$ cat src/rtl/gdr_pkg.sv
// gdr_pkg: shared constants and types for the host response logic
package gdr_pkg;

   // request/response message identifiers (low six bits)
   localparam int ID_W = 6;
   localparam logic [5:0] ID_SET_CFG = 6'h01;
   localparam logic [5:0] ID_GET_CFG = 6'h02;
   localparam logic [5:0] ID_SET_REF = 6'h03;
   localparam logic [5:0] ID_GET_REF = 6'h04;
   localparam logic [5:0] ID_SUP = 6'h05;
   localparam logic [5:0] ID_DRV = 6'h06;

   // first byte kind in bits 7:6
   localparam logic [1:0] KIND_NAK = 2'h0;
   localparam logic [1:0] KIND_ACK = 2'h1;
   localparam logic [1:0] KIND_UNSOL = 2'h2;
   localparam int REQ_BIT = 7;
   localparam int ACK_BIT = 6;

   // setup byte fields
   localparam int CFG_RSV = 7;
   localparam int CFG_PU = 6;
   localparam int CFG_SLEEP = 5;
   localparam int CFG_NEU = 4;
   localparam int CFG_XUV = 3;
   localparam int CFG_XOC = 2;
   localparam int CFG_OC_HI = 1;
   localparam int CFG_OC_LO = 0;
   localparam logic [7:0] CFG_RST = 8'h00;
   localparam logic [7:0] REF_RST = 8'h40;

   // driver fault byte fields
   localparam int DRV_XUV = 2;
   localparam int DRV_XOC = 3;
   localparam int DRV_BOR = 4;
   localparam int DRV_LDO = 5;
   // driver fault pins: [0] ext lockout, [1] ext overcurrent, [2] 5v lockout
   localparam int DPIN_W = 3;

   typedef enum logic [1:0] {
      ST_IDLE, ST_DATA, ST_SEND1, ST_SEND2
   } gdr_st_e;

   typedef struct packed {
      logic pullup_disconnect;
      logic sleep_mode;
      logic standby_mode;
      logic neutral_sim_en;
      logic ext_low_supply_lockout_en;
      logic ext_oc_en;
      logic [1:0] ext_oc_sel;
      logic [7:0] limit_ref;
   } gdr_ctrl_s;

   typedef struct packed {
      gdr_st_e st;
      logic [5:0] id;
      logic [7:0] tx_byte;
      logic [7:0] data2;
      logic has2;
      logic [7:0] cfg0;
      logic [7:0] lref;
      logic bor;
      logic [7:0] sup1;
      logic [7:0] sup2;
      logic [7:0] sup3;
      logic [7:0] sup_f;
      logic [DPIN_W-1:0] drv1;
      logic [DPIN_W-1:0] drv2;
      logic [DPIN_W-1:0] drv3;
      logic [DPIN_W-1:0] drv_f;
      logic [2:0] ce_s;
      logic ce_f;
      logic pend_sup;
      logic pend_drv;
      gdr_ctrl_s ctrl;
   } gdr_state_s;

endpackage

$ cat src/rtl/gdr_host_resp.sv
// gdr_host_resp: answers host requests and sends fault reports
// Function
// - setup write answered 01H on reject, 41H on accept
// - setup read answered 02H or 42H, then current setup byte
// - limit write answered 03H or 43H, then reference code
// - limit read answered 04H or 44H, then stored reference code
// - supply report request answered 05H or 45H, then status byte
// - supply report may be sent unasked as 85H plus status byte
// - driver report uses 06H reject, 46H acknowledge, 86H unasked
// - setup bit 6 keeps pull-up connected while enable low; ignored in sleep
// - setup bit 5 picks standby or sleep; sleep always disconnects pull-up
// - setup bit 4 enables neutral simulator, start-up value 0
// - setup bit 3 at 1 turns off external transistor lockout
// - setup bit 2 at 1 turns off external overcurrent detection
// - setup bits 1:0 pick overcurrent threshold; bit 7 reads 0
// - reference code uses all eight bits, 00H to FFH
// - supply byte bits 5,6,7: buck overcurrent, warning, brown-out
// - supply byte bits 0-4: temperature, overtemp, input under/overvoltage
// - driver byte bits 2,3,5 carry faults; bits 0,1,6,7 read 0
// - driver byte bit 4 flags lost configuration, 1 after start-up
// - reference code is 40H after start-up until written
// - pull-up control bit changes only in standby
module gdr_host_resp
   import gdr_pkg::*;
(
   input wire logic clock,
   input wire logic rstn,
   input wire logic rx_valid,
   input wire logic [7:0] rx_byte,
   output logic rx_ready,
   output logic tx_valid,
   output logic [7:0] tx_byte,
   input wire logic tx_ready,
   input wire logic [7:0] supply_flag_pins,
   input wire logic [DPIN_W-1:0] driver_flag_pins,
   input wire logic chip_enable_pin,
   output gdr_ctrl_s ctrl
);

   function automatic logic [7:0] mk_op(
      input logic [1:0] kind,
      input logic [5:0] id
   );
      mk_op = {kind, id};
   endfunction

   function automatic logic [7:0] drv_byte(
      input logic [DPIN_W-1:0] f,
      input logic bor
   );
      logic [7:0] b;
      b = 8'h00;
      b[DRV_XUV] = f[0];
      b[DRV_XOC] = f[1];
      b[DRV_LDO] = f[2];
      b[DRV_BOR] = bor;
      drv_byte = b;
   endfunction

   localparam gdr_state_s RST_STATE = '{
      st: ST_IDLE,
      id: '0,
      tx_byte: '0,
      data2: '0,
      has2: 1'b0,
      cfg0: CFG_RST,
      lref: REF_RST,
      bor: 1'b1,
      sup1: '0,
      sup2: '0,
      sup3: '0,
      sup_f: '0,
      drv1: '0,
      drv2: '0,
      drv3: '0,
      drv_f: '0,
      ce_s: '0,
      ce_f: 1'b0,
      pend_sup: 1'b0,
      pend_drv: 1'b0,
      ctrl: '{
         pullup_disconnect: 1'b1,
         sleep_mode: 1'b0,
         standby_mode: 1'b1,
         neutral_sim_en: 1'b0,
         ext_low_supply_lockout_en: 1'b1,
         ext_oc_en: 1'b1,
         ext_oc_sel: 2'h0,
         limit_ref: REF_RST
      }
   };

   gdr_state_s r_r;
   gdr_state_s r_nxt;
   logic sup_chg;
   logic drv_chg;
   logic standby;
   logic pu_ok;

   assign rx_ready = (r_r.st == ST_IDLE) || (r_r.st == ST_DATA);
   assign tx_valid = (r_r.st == ST_SEND1) || (r_r.st == ST_SEND2);
   assign tx_byte = r_r.tx_byte;
   assign ctrl = r_r.ctrl;

   always_comb begin
      r_nxt = r_r;
      // pin synchronisers: a change counts when stages two and three agree
      r_nxt.sup1 = supply_flag_pins;
      r_nxt.sup2 = r_r.sup1;
      r_nxt.sup3 = r_r.sup2;
      if (r_r.sup2 == r_r.sup3) begin
         r_nxt.sup_f = r_r.sup3;
      end
      r_nxt.drv1 = driver_flag_pins;
      r_nxt.drv2 = r_r.drv1;
      r_nxt.drv3 = r_r.drv2;
      if (r_r.drv2 == r_r.drv3) begin
         r_nxt.drv_f = r_r.drv3;
      end
      r_nxt.ce_s = {r_r.ce_s[1:0], chip_enable_pin};
      if (r_r.ce_s[1] == r_r.ce_s[2]) begin
         r_nxt.ce_f = r_r.ce_s[2];
      end
      // a flag change arms an unasked report; a new change beats the clear
      sup_chg = r_nxt.sup_f != r_r.sup_f;
      drv_chg = r_nxt.drv_f != r_r.drv_f;
      if (sup_chg) begin
         r_nxt.pend_sup = 1'b1;
      end
      if (drv_chg) begin
         r_nxt.pend_drv = 1'b1;
      end
      standby = !r_r.ce_f && !r_r.cfg0[CFG_SLEEP];
      pu_ok = (rx_byte[CFG_PU] == r_r.cfg0[CFG_PU]) || standby;
      case (r_r.st)
         ST_IDLE: begin
            if (rx_valid && rx_byte[REQ_BIT]) begin
               r_nxt.id = rx_byte[ID_W-1:0];
               r_nxt.st = ST_SEND1;
               r_nxt.has2 = 1'b1;
               r_nxt.tx_byte = mk_op(KIND_ACK, rx_byte[ID_W-1:0]);
               // bit 6 of a request is never set by a valid code
               if (rx_byte[ACK_BIT]) begin
                  r_nxt.tx_byte = mk_op(KIND_NAK, rx_byte[ID_W-1:0]);
                  r_nxt.has2 = 1'b0;
               end else begin
                  case (rx_byte[ID_W-1:0])
                     ID_SET_CFG, ID_SET_REF: begin
                        r_nxt.st = ST_DATA;
                     end
                     ID_GET_CFG: begin
                        r_nxt.data2 = r_r.cfg0;
                     end
                     ID_GET_REF: begin
                        r_nxt.data2 = r_r.lref;
                     end
                     ID_SUP: begin
                        r_nxt.data2 = r_r.sup_f;
                        r_nxt.pend_sup = sup_chg;
                     end
                     ID_DRV: begin
                        r_nxt.data2 = drv_byte(r_r.drv_f, r_r.bor);
                        r_nxt.pend_drv = drv_chg;
                     end
                     default: begin
                        r_nxt.tx_byte = mk_op(KIND_NAK, rx_byte[ID_W-1:0]);
                        r_nxt.has2 = 1'b0;
                     end
                  endcase
               end
            end else if (r_r.pend_sup) begin
               r_nxt.id = ID_SUP;
               r_nxt.tx_byte = mk_op(KIND_UNSOL, ID_SUP);
               r_nxt.data2 = r_r.sup_f;
               r_nxt.has2 = 1'b1;
               r_nxt.pend_sup = sup_chg;
               r_nxt.st = ST_SEND1;
            end else if (r_r.pend_drv) begin
               r_nxt.id = ID_DRV;
               r_nxt.tx_byte = mk_op(KIND_UNSOL, ID_DRV);
               r_nxt.data2 = drv_byte(r_r.drv_f, r_r.bor);
               r_nxt.has2 = 1'b1;
               r_nxt.pend_drv = drv_chg;
               r_nxt.st = ST_SEND1;
            end
         end
         ST_DATA: begin
            if (rx_valid) begin
               r_nxt.st = ST_SEND1;
               r_nxt.has2 = 1'b1;
               if (r_r.id == ID_SET_REF) begin
                  r_nxt.lref = rx_byte;
                  r_nxt.data2 = rx_byte;
                  r_nxt.tx_byte = mk_op(KIND_ACK, ID_SET_REF);
               end else if (!rx_byte[CFG_RSV] && pu_ok) begin
                  r_nxt.cfg0 = rx_byte;
                  r_nxt.data2 = rx_byte;
                  r_nxt.tx_byte = mk_op(KIND_ACK, ID_SET_CFG);
               end else begin
                  r_nxt.tx_byte = mk_op(KIND_NAK, ID_SET_CFG);
                  r_nxt.has2 = 1'b0;
               end
            end
         end
         ST_SEND1: begin
            if (tx_ready) begin
               r_nxt.st = r_r.has2 ? ST_SEND2 : ST_IDLE;
               r_nxt.tx_byte = r_r.data2;
            end
         end
         ST_SEND2: begin
            if (tx_ready) begin
               r_nxt.st = ST_IDLE;
               // lost-config flag clears once the driver byte is delivered
               if (r_r.id == ID_DRV) begin
                  r_nxt.bor = 1'b0;
               end
            end
         end
         default: begin
            r_nxt.st = ST_IDLE;
         end
      endcase
      r_nxt.ctrl.sleep_mode = !r_nxt.ce_f && r_nxt.cfg0[CFG_SLEEP];
      r_nxt.ctrl.standby_mode = !r_nxt.ce_f && !r_nxt.cfg0[CFG_SLEEP];
      r_nxt.ctrl.pullup_disconnect = !r_nxt.ce_f &&
         (r_nxt.cfg0[CFG_SLEEP] || !r_nxt.cfg0[CFG_PU]);
      r_nxt.ctrl.neutral_sim_en = r_nxt.cfg0[CFG_NEU];
      r_nxt.ctrl.ext_low_supply_lockout_en = !r_nxt.cfg0[CFG_XUV];
      r_nxt.ctrl.ext_oc_en = !r_nxt.cfg0[CFG_XOC];
      r_nxt.ctrl.ext_oc_sel = r_nxt.cfg0[CFG_OC_HI:CFG_OC_LO];
      r_nxt.ctrl.limit_ref = r_nxt.lref;
   end

   always_ff @(posedge clock or negedge rstn) begin
      if (!rstn) begin
         r_r <= RST_STATE;
      end else begin
         r_r <= r_nxt;
      end
   end

   logic idle_req;
   assign idle_req = r_r.st == ST_IDLE && rx_valid && rx_byte[REQ_BIT];
endmodule // gdr_host_resp

$ cat config.mk
export PLATFORM = sky130hd
export DESIGN_NAME = gdr_host_resp
export DESIGN_NICKNAME = d
export VERILOG_FILES = /design/src/rtl/gdr_pkg.sv /design/src/rtl/gdr_host_resp.sv
export SDC_FILE = /design/constraint.sdc
export NUM_CORES = 1
export LEC_CHECK = 0
export ABC_AREA = 1
export BUFFER_PORTS_ARGS = -buffer_cell sky130_fd_sc_hd__buf_2
export CAP_MARGIN = 10
export CORE_AREA = 5 5 105 97
export CTS_CLUSTER_DIAMETER = 80
export DETAILED_ROUTE_END_ITERATION = 10
export DIE_AREA = 0 0 110 102
export GPL_TIMING_DRIVEN = 0
export PLACE_DENSITY = 0.71
export SLEW_MARGIN = 20
export SYNTH_ARGS = -nofsm -noshare
export SYNTH_HDL_FRONTEND = slang
export SYNTH_SLANG_ARGS = --single-unit
$ cat constraint.sdc
create_clock -name clock -period 1.7 [get_ports clock]
set_input_delay 0.425 -clock clock [delete_from_list [all_inputs] [get_ports clock]]
set_output_delay 0.425 -clock clock [all_outputs]
set_load 0.01 [all_outputs]
* After elaboration in Yosys (flattened, before gate mapping)
Index checks and enable logic that the tools add are counted.
Operators by class: reductions and logical operators 32, muxes and demuxes 41, eq/ne operators 24, bitwise gates (word level) 1
Operator list (count):
- 2-to-1 mux 25 bit | 3
- 2-to-1 mux 8 bit | 7
- 2-to-1 mux 33 bit | 1
- one-hot mux 8 bit (4 select lines) | 1
- 2-to-1 mux 15 bit | 2
- equality test 6 x 3 -> 1 bit (second input constant) | 4
- one-hot mux 8 bit (3 select lines) | 1
- equality test 6 x 2 -> 1 bit (second input constant) | 3
- 2-to-1 mux 2 bit | 9
- one-hot mux 9 bit (2 select lines) | 1
- 2-to-1 mux 7 bit | 2
- AND reduction 4 bit | 3
- 2-to-1 mux 1 bit | 11
- 2-to-1 mux 9 bit | 1
- AND reduction 3 bit | 3
- equality test 8 bit | 1
- logical NOT 1 bit | 8
- inequality test 8 bit | 1
- one-hot mux 2 bit (4 select lines) | 1
- equality test 6 x 1 -> 1 bit (second input constant) | 1
- logical AND 1 bit | 6
- inequality test 2 bit (second input constant) | 3
- inequality test 6 x 2 -> 1 bit (second input constant) | 1
- AND reduction 6 bit | 1
- other kinds (17) | 23
Storage, ports and cells: output and inout port bits 26, logic and storage cells 126, register bits 100, input port bits 24

* Logic depth before layout (Yosys ltp)
depth after elaboration 11, mapped depth 14, mapped depth without buffers 13

* Least setup slack after synthesis
No wires, ideal clock.
kind register to register, from register r_r[107] (netlist bit), to register r_r[77] (netlist bit), stages on the path, launching flop included 9, library setup time 0.124 ns, data arrival time 1.604 ns, required time 1.576 ns, path slack -0.028 ns, clock period less this slack 1.728 ns, cells stage by stage dfrtp_1 -> inv_1 -> ha_1 -> nand2_1 -> nor3_2 -> buf_4 -> nand2_1 -> o21ai_0 -> inv_1
RTL lines:
- start, declared | line gdr_host_resp.sv:93 | gdr_state_s r_r;
- start signal, assigned | line gdr_host_resp.sv:239 | r_r <= r_nxt;

* Worst setup path in the final report
from register r_r[106] (netlist bit), to output rx_ready
Between the ends: word-level cells in the longest chain between the ends 2
RTL lines:
- equality test 2 x 1 -> 1 bit / logical NOT 2 bit (equally long branches) | line gdr_host_resp.sv:100 | assign rx_ready = (r_r.st == ST_IDLE) || (r_r.st == ST_DATA);
- logical OR 1 bit * | line gdr_host_resp.sv:100
- end, declared | line gdr_host_resp.sv:30 | output logic rx_ready,
Mark *: on every way between the ends. The rest lies on a longest branch, timed or not.

==> impl_metrics.ini <==
[sta]
hold_viol = 0
fin_crit_sh = 1.05
max_slew_margin = 0.690
rsz0062_at_grt = yes
tightest_slew_ns = 0.460
setup_tns_ns = -0.271
clock_skew_ns = 0.0112
slew_viol_final = 0
worst_slack_ns = -0.0867
setup-violations-final = 6
clock.fmax_mhz = 560
period_minus_slack_ns = 1.79

[drt]
vias = 3857
drt_iter0_markers = 250
drc = 0
ant_nets = 0
routedWlPerCell_um = 14.2
wirelength_um = 10900
dr.pass1.iters = 4
vias_per_cell = 5.05

[status]
violations = setup timing
status = finished with violations

[setup_path]
cp_slowest_cell = dfrtp_2
crit_arrival_ns = 1.36
worst_r2r_endpoint = r_r[88]$_DFFE_PN0P_
cp_cell_sequence = inv_4 > ha_4 > nor2_4 > inv_1 > buf_2
cp_slowest_stage_delay_ns = 0.47
worst_path_dominant_cell_family = flip-flops
r2r_start = r_r[107]$_DFFE_PN0P_
cp_max_fo = 4
crit_type = flop to output port
critPathBufInv = 3
rrSetupSlack_ns = -0.06
cp-end-kind = output port
cp.required_ns = 1.27
crit_path_start_kind = flop
reg2reg_depth = 12

[die]
rows = 33
dieArea_mm2 = 0.0112
start_util = 0.516
core_mm2 = 0.00896
ioPinCount = 50
chipWidth_um = 110
fp.dieH_um = 102

[synthesis]
ys_warn_count = 0
synth-seq-area-share = 0.527
async_flop_share = 1.00
synth_area_leaders = dfrtp_1, nand2_1, inv_1
synthFlopType = dfrtp_1
synthMostInstantiatedCell = nand2_1
ys_ff_latch = 97
syn_area_per_cell_um2 = 8.32
netlist_area_mm2 = 0.00462
syn-num-nets = 583
synthTopCellsByCount = nand2_1, dfrtp_1, inv_1
synth_top_area_frac = 0.493
syn_inst = 555
yosys.cell_types.count = 36
yosysTopAreaCell = dfrtp_1
synth_edf_count = 0

[cts]
insertion_delay_ns = 0.37
clock-root-buffer = clkbuf_8
cts_buffer_depth = 2
clkTransAtPathRegs_ns = 0.10
cts_tree = built
clkSinkCount = 97
h-tree-depth = 3
cts_made_buffers = 9

[grt]
grt_max_degree = 70
antenna_found_initial = 0
grt-ovfl-total = 0
grt_pass1_vias = 3729
grt_pass1_wl_um = 17500
grt_util_all_layers = 0.203

[run]
maxCapViolCount = 0

[pwr]
pwr-share-clk = 0.173
vdd_drop_max_v = 0.000630
p_sw_frac = 0.392
p_per_area_mw_per_mm2 = 1510
leakagePower_nw = 2.84
seq_power_share = 0.395
p_switching_mw = 3.34
power_frac_comb = 0.432
internal_power_mw = 5.19

[layout]
design_area_mm2 = 0.00565
fill_cells = 800
antenna_cells = 0
nets = 665
layout-drive-gt1-share = 0.280
syn_to_final_growth_pct = 22.2
fin_util = 0.630
final_cells = 764

[worst_hold_path]
whs_endpoint = r_nxt[20]$_DFF_PN0_
hold_path.class = input pin to flop
hold_path_depth = 1
hold_start = chip_enable_pin

[placed_design]
place.gp.congestion = 0.955
post_dp_cell_area_mm2 = 0.00506
post-place-cells = 727
portBuffers = 49
dpl.hpwl_um = 7730
[routing by layer]
metal / global-route usage / vias up / part of all wire
met5: 0 / - / 0
met4: 0.0796 / 0 / 0.018
met2: 0.337 / 112 / 0.48
met3: 0.0404 / 17 / 0.060
met1: 0.262 / 1814 / 0.44
li1: - / 1914 / -
[what timing repair did]
action | in CTS | in global routing
buffers inserted | 10 | 9
hold buffers | 1 | 0
pin swaps | 7 | 4
resized for setup | 33 | 45
cloned | 1 | 0
endpoints found under the hold margin | 27 | 0
endpoints found under the setup margin | 40 | 35
[flip-flops by register name, summed over array words and instances, names as in the netlist]
signal and flops:
ctrl 14, r_r 51, r_nxt 24, tx_byte 8
[worst max-delay path by stage]
| stage | start | endpoint | slack, ns | depth (start not counted) |
|---|---|---|---|---|
| floorplan | r_r[107]$_DFFE_PN0P_ | r_r[77]$_DFF_PN0_ | 0.007 | 8 |
| global placement | rstn | r_nxt[20]$_DFF_PN0_ | -0.72 | 1 |
| detailed placement | r_r[107]$_DFFE_PN0P_ | r_r[77]$_DFF_PN0_ | -0.44 | 8 |
| CTS | r_r[107]$_DFFE_PN0P_ | rx_ready | -0.09 | 5 |
| global route | r_r[106]$_DFFE_PN0P_ | rx_ready | -0.15 | 5 |
| finish | r_r[106]$_DFFE_PN0P_ | rx_ready | -0.09 | 5 |
[worst register-to-register path, stage by stage, from the launching register on]
cell and delay [ns]:
dfrtp_2 0.47, inv_4 0.09, ha_4 0.21, nor2_4 0.05, nor2_2 0.12, nand2_2 0.09, a21oi_2 0.12, nand2_2 0.10
inv_4 0.08, buf_6 0.11, buf_4 0.10, nor2_1 0.03, a21oi_1 0.12
[metrics by stage]
stage	hold WS, ns	power (mW)	worst slack, ns
floorplan	0.129	5.43	0.00683
finish	0.150	8.53	-0.0867
global placement	0.332	6.21	-0.717
detailed placement	0.319	6.29	-0.440
global route	0.130	9.15	-0.150
CTS	0.139	8.21	-0.0892
[cell usage in the layout, fill, tap and decap left out, types with 10 or more instances in the layout]
cell type / count
a21oi_1: 22
buf_2: 49
buf_4: 40
buf_6: 10
clkbuf_8: 10
dfrtp_1: 89
inv_1: 65
nand2_1: 127
nand3_1: 29
nor2_1: 58
nor2_2: 10
o21ai_0: 37
[cell families after synthesis]
logic type	synth area share
xor gates and xnor gates	0.00379
muxes	0.00217
DFF	0.527
and+or+nand+nor	0.234
adders and majority gates	0.0130
buffers and inverters	0.111
AOI/OAI and AO/OA	0.109
[layout make-up]
class                      instances  area (um^2)  area share
buffer                            32          248      0.0439
clock buffer                      10          138      0.0244
clock inverter                     6         62.6      0.0111
inverter                          77          308      0.0545
multi-input combinational        349         1840       0.326
sequential                        97         2440       0.432
tap                              122          153      0.0270
timing repair buffer              71          458      0.0811
[power by group through the flow]
stage               combinational, mW  clock (mW)  sequential (mW)
CTS                              3.34        1.52             3.35
global placement                 2.86           0             3.35
detailed placement               2.93           0             3.36
global route                     4.09        1.62             3.44
floorplan                        2.18           0             3.25
finish                           3.69        1.47             3.37
(Power assumes the default switching activity.)
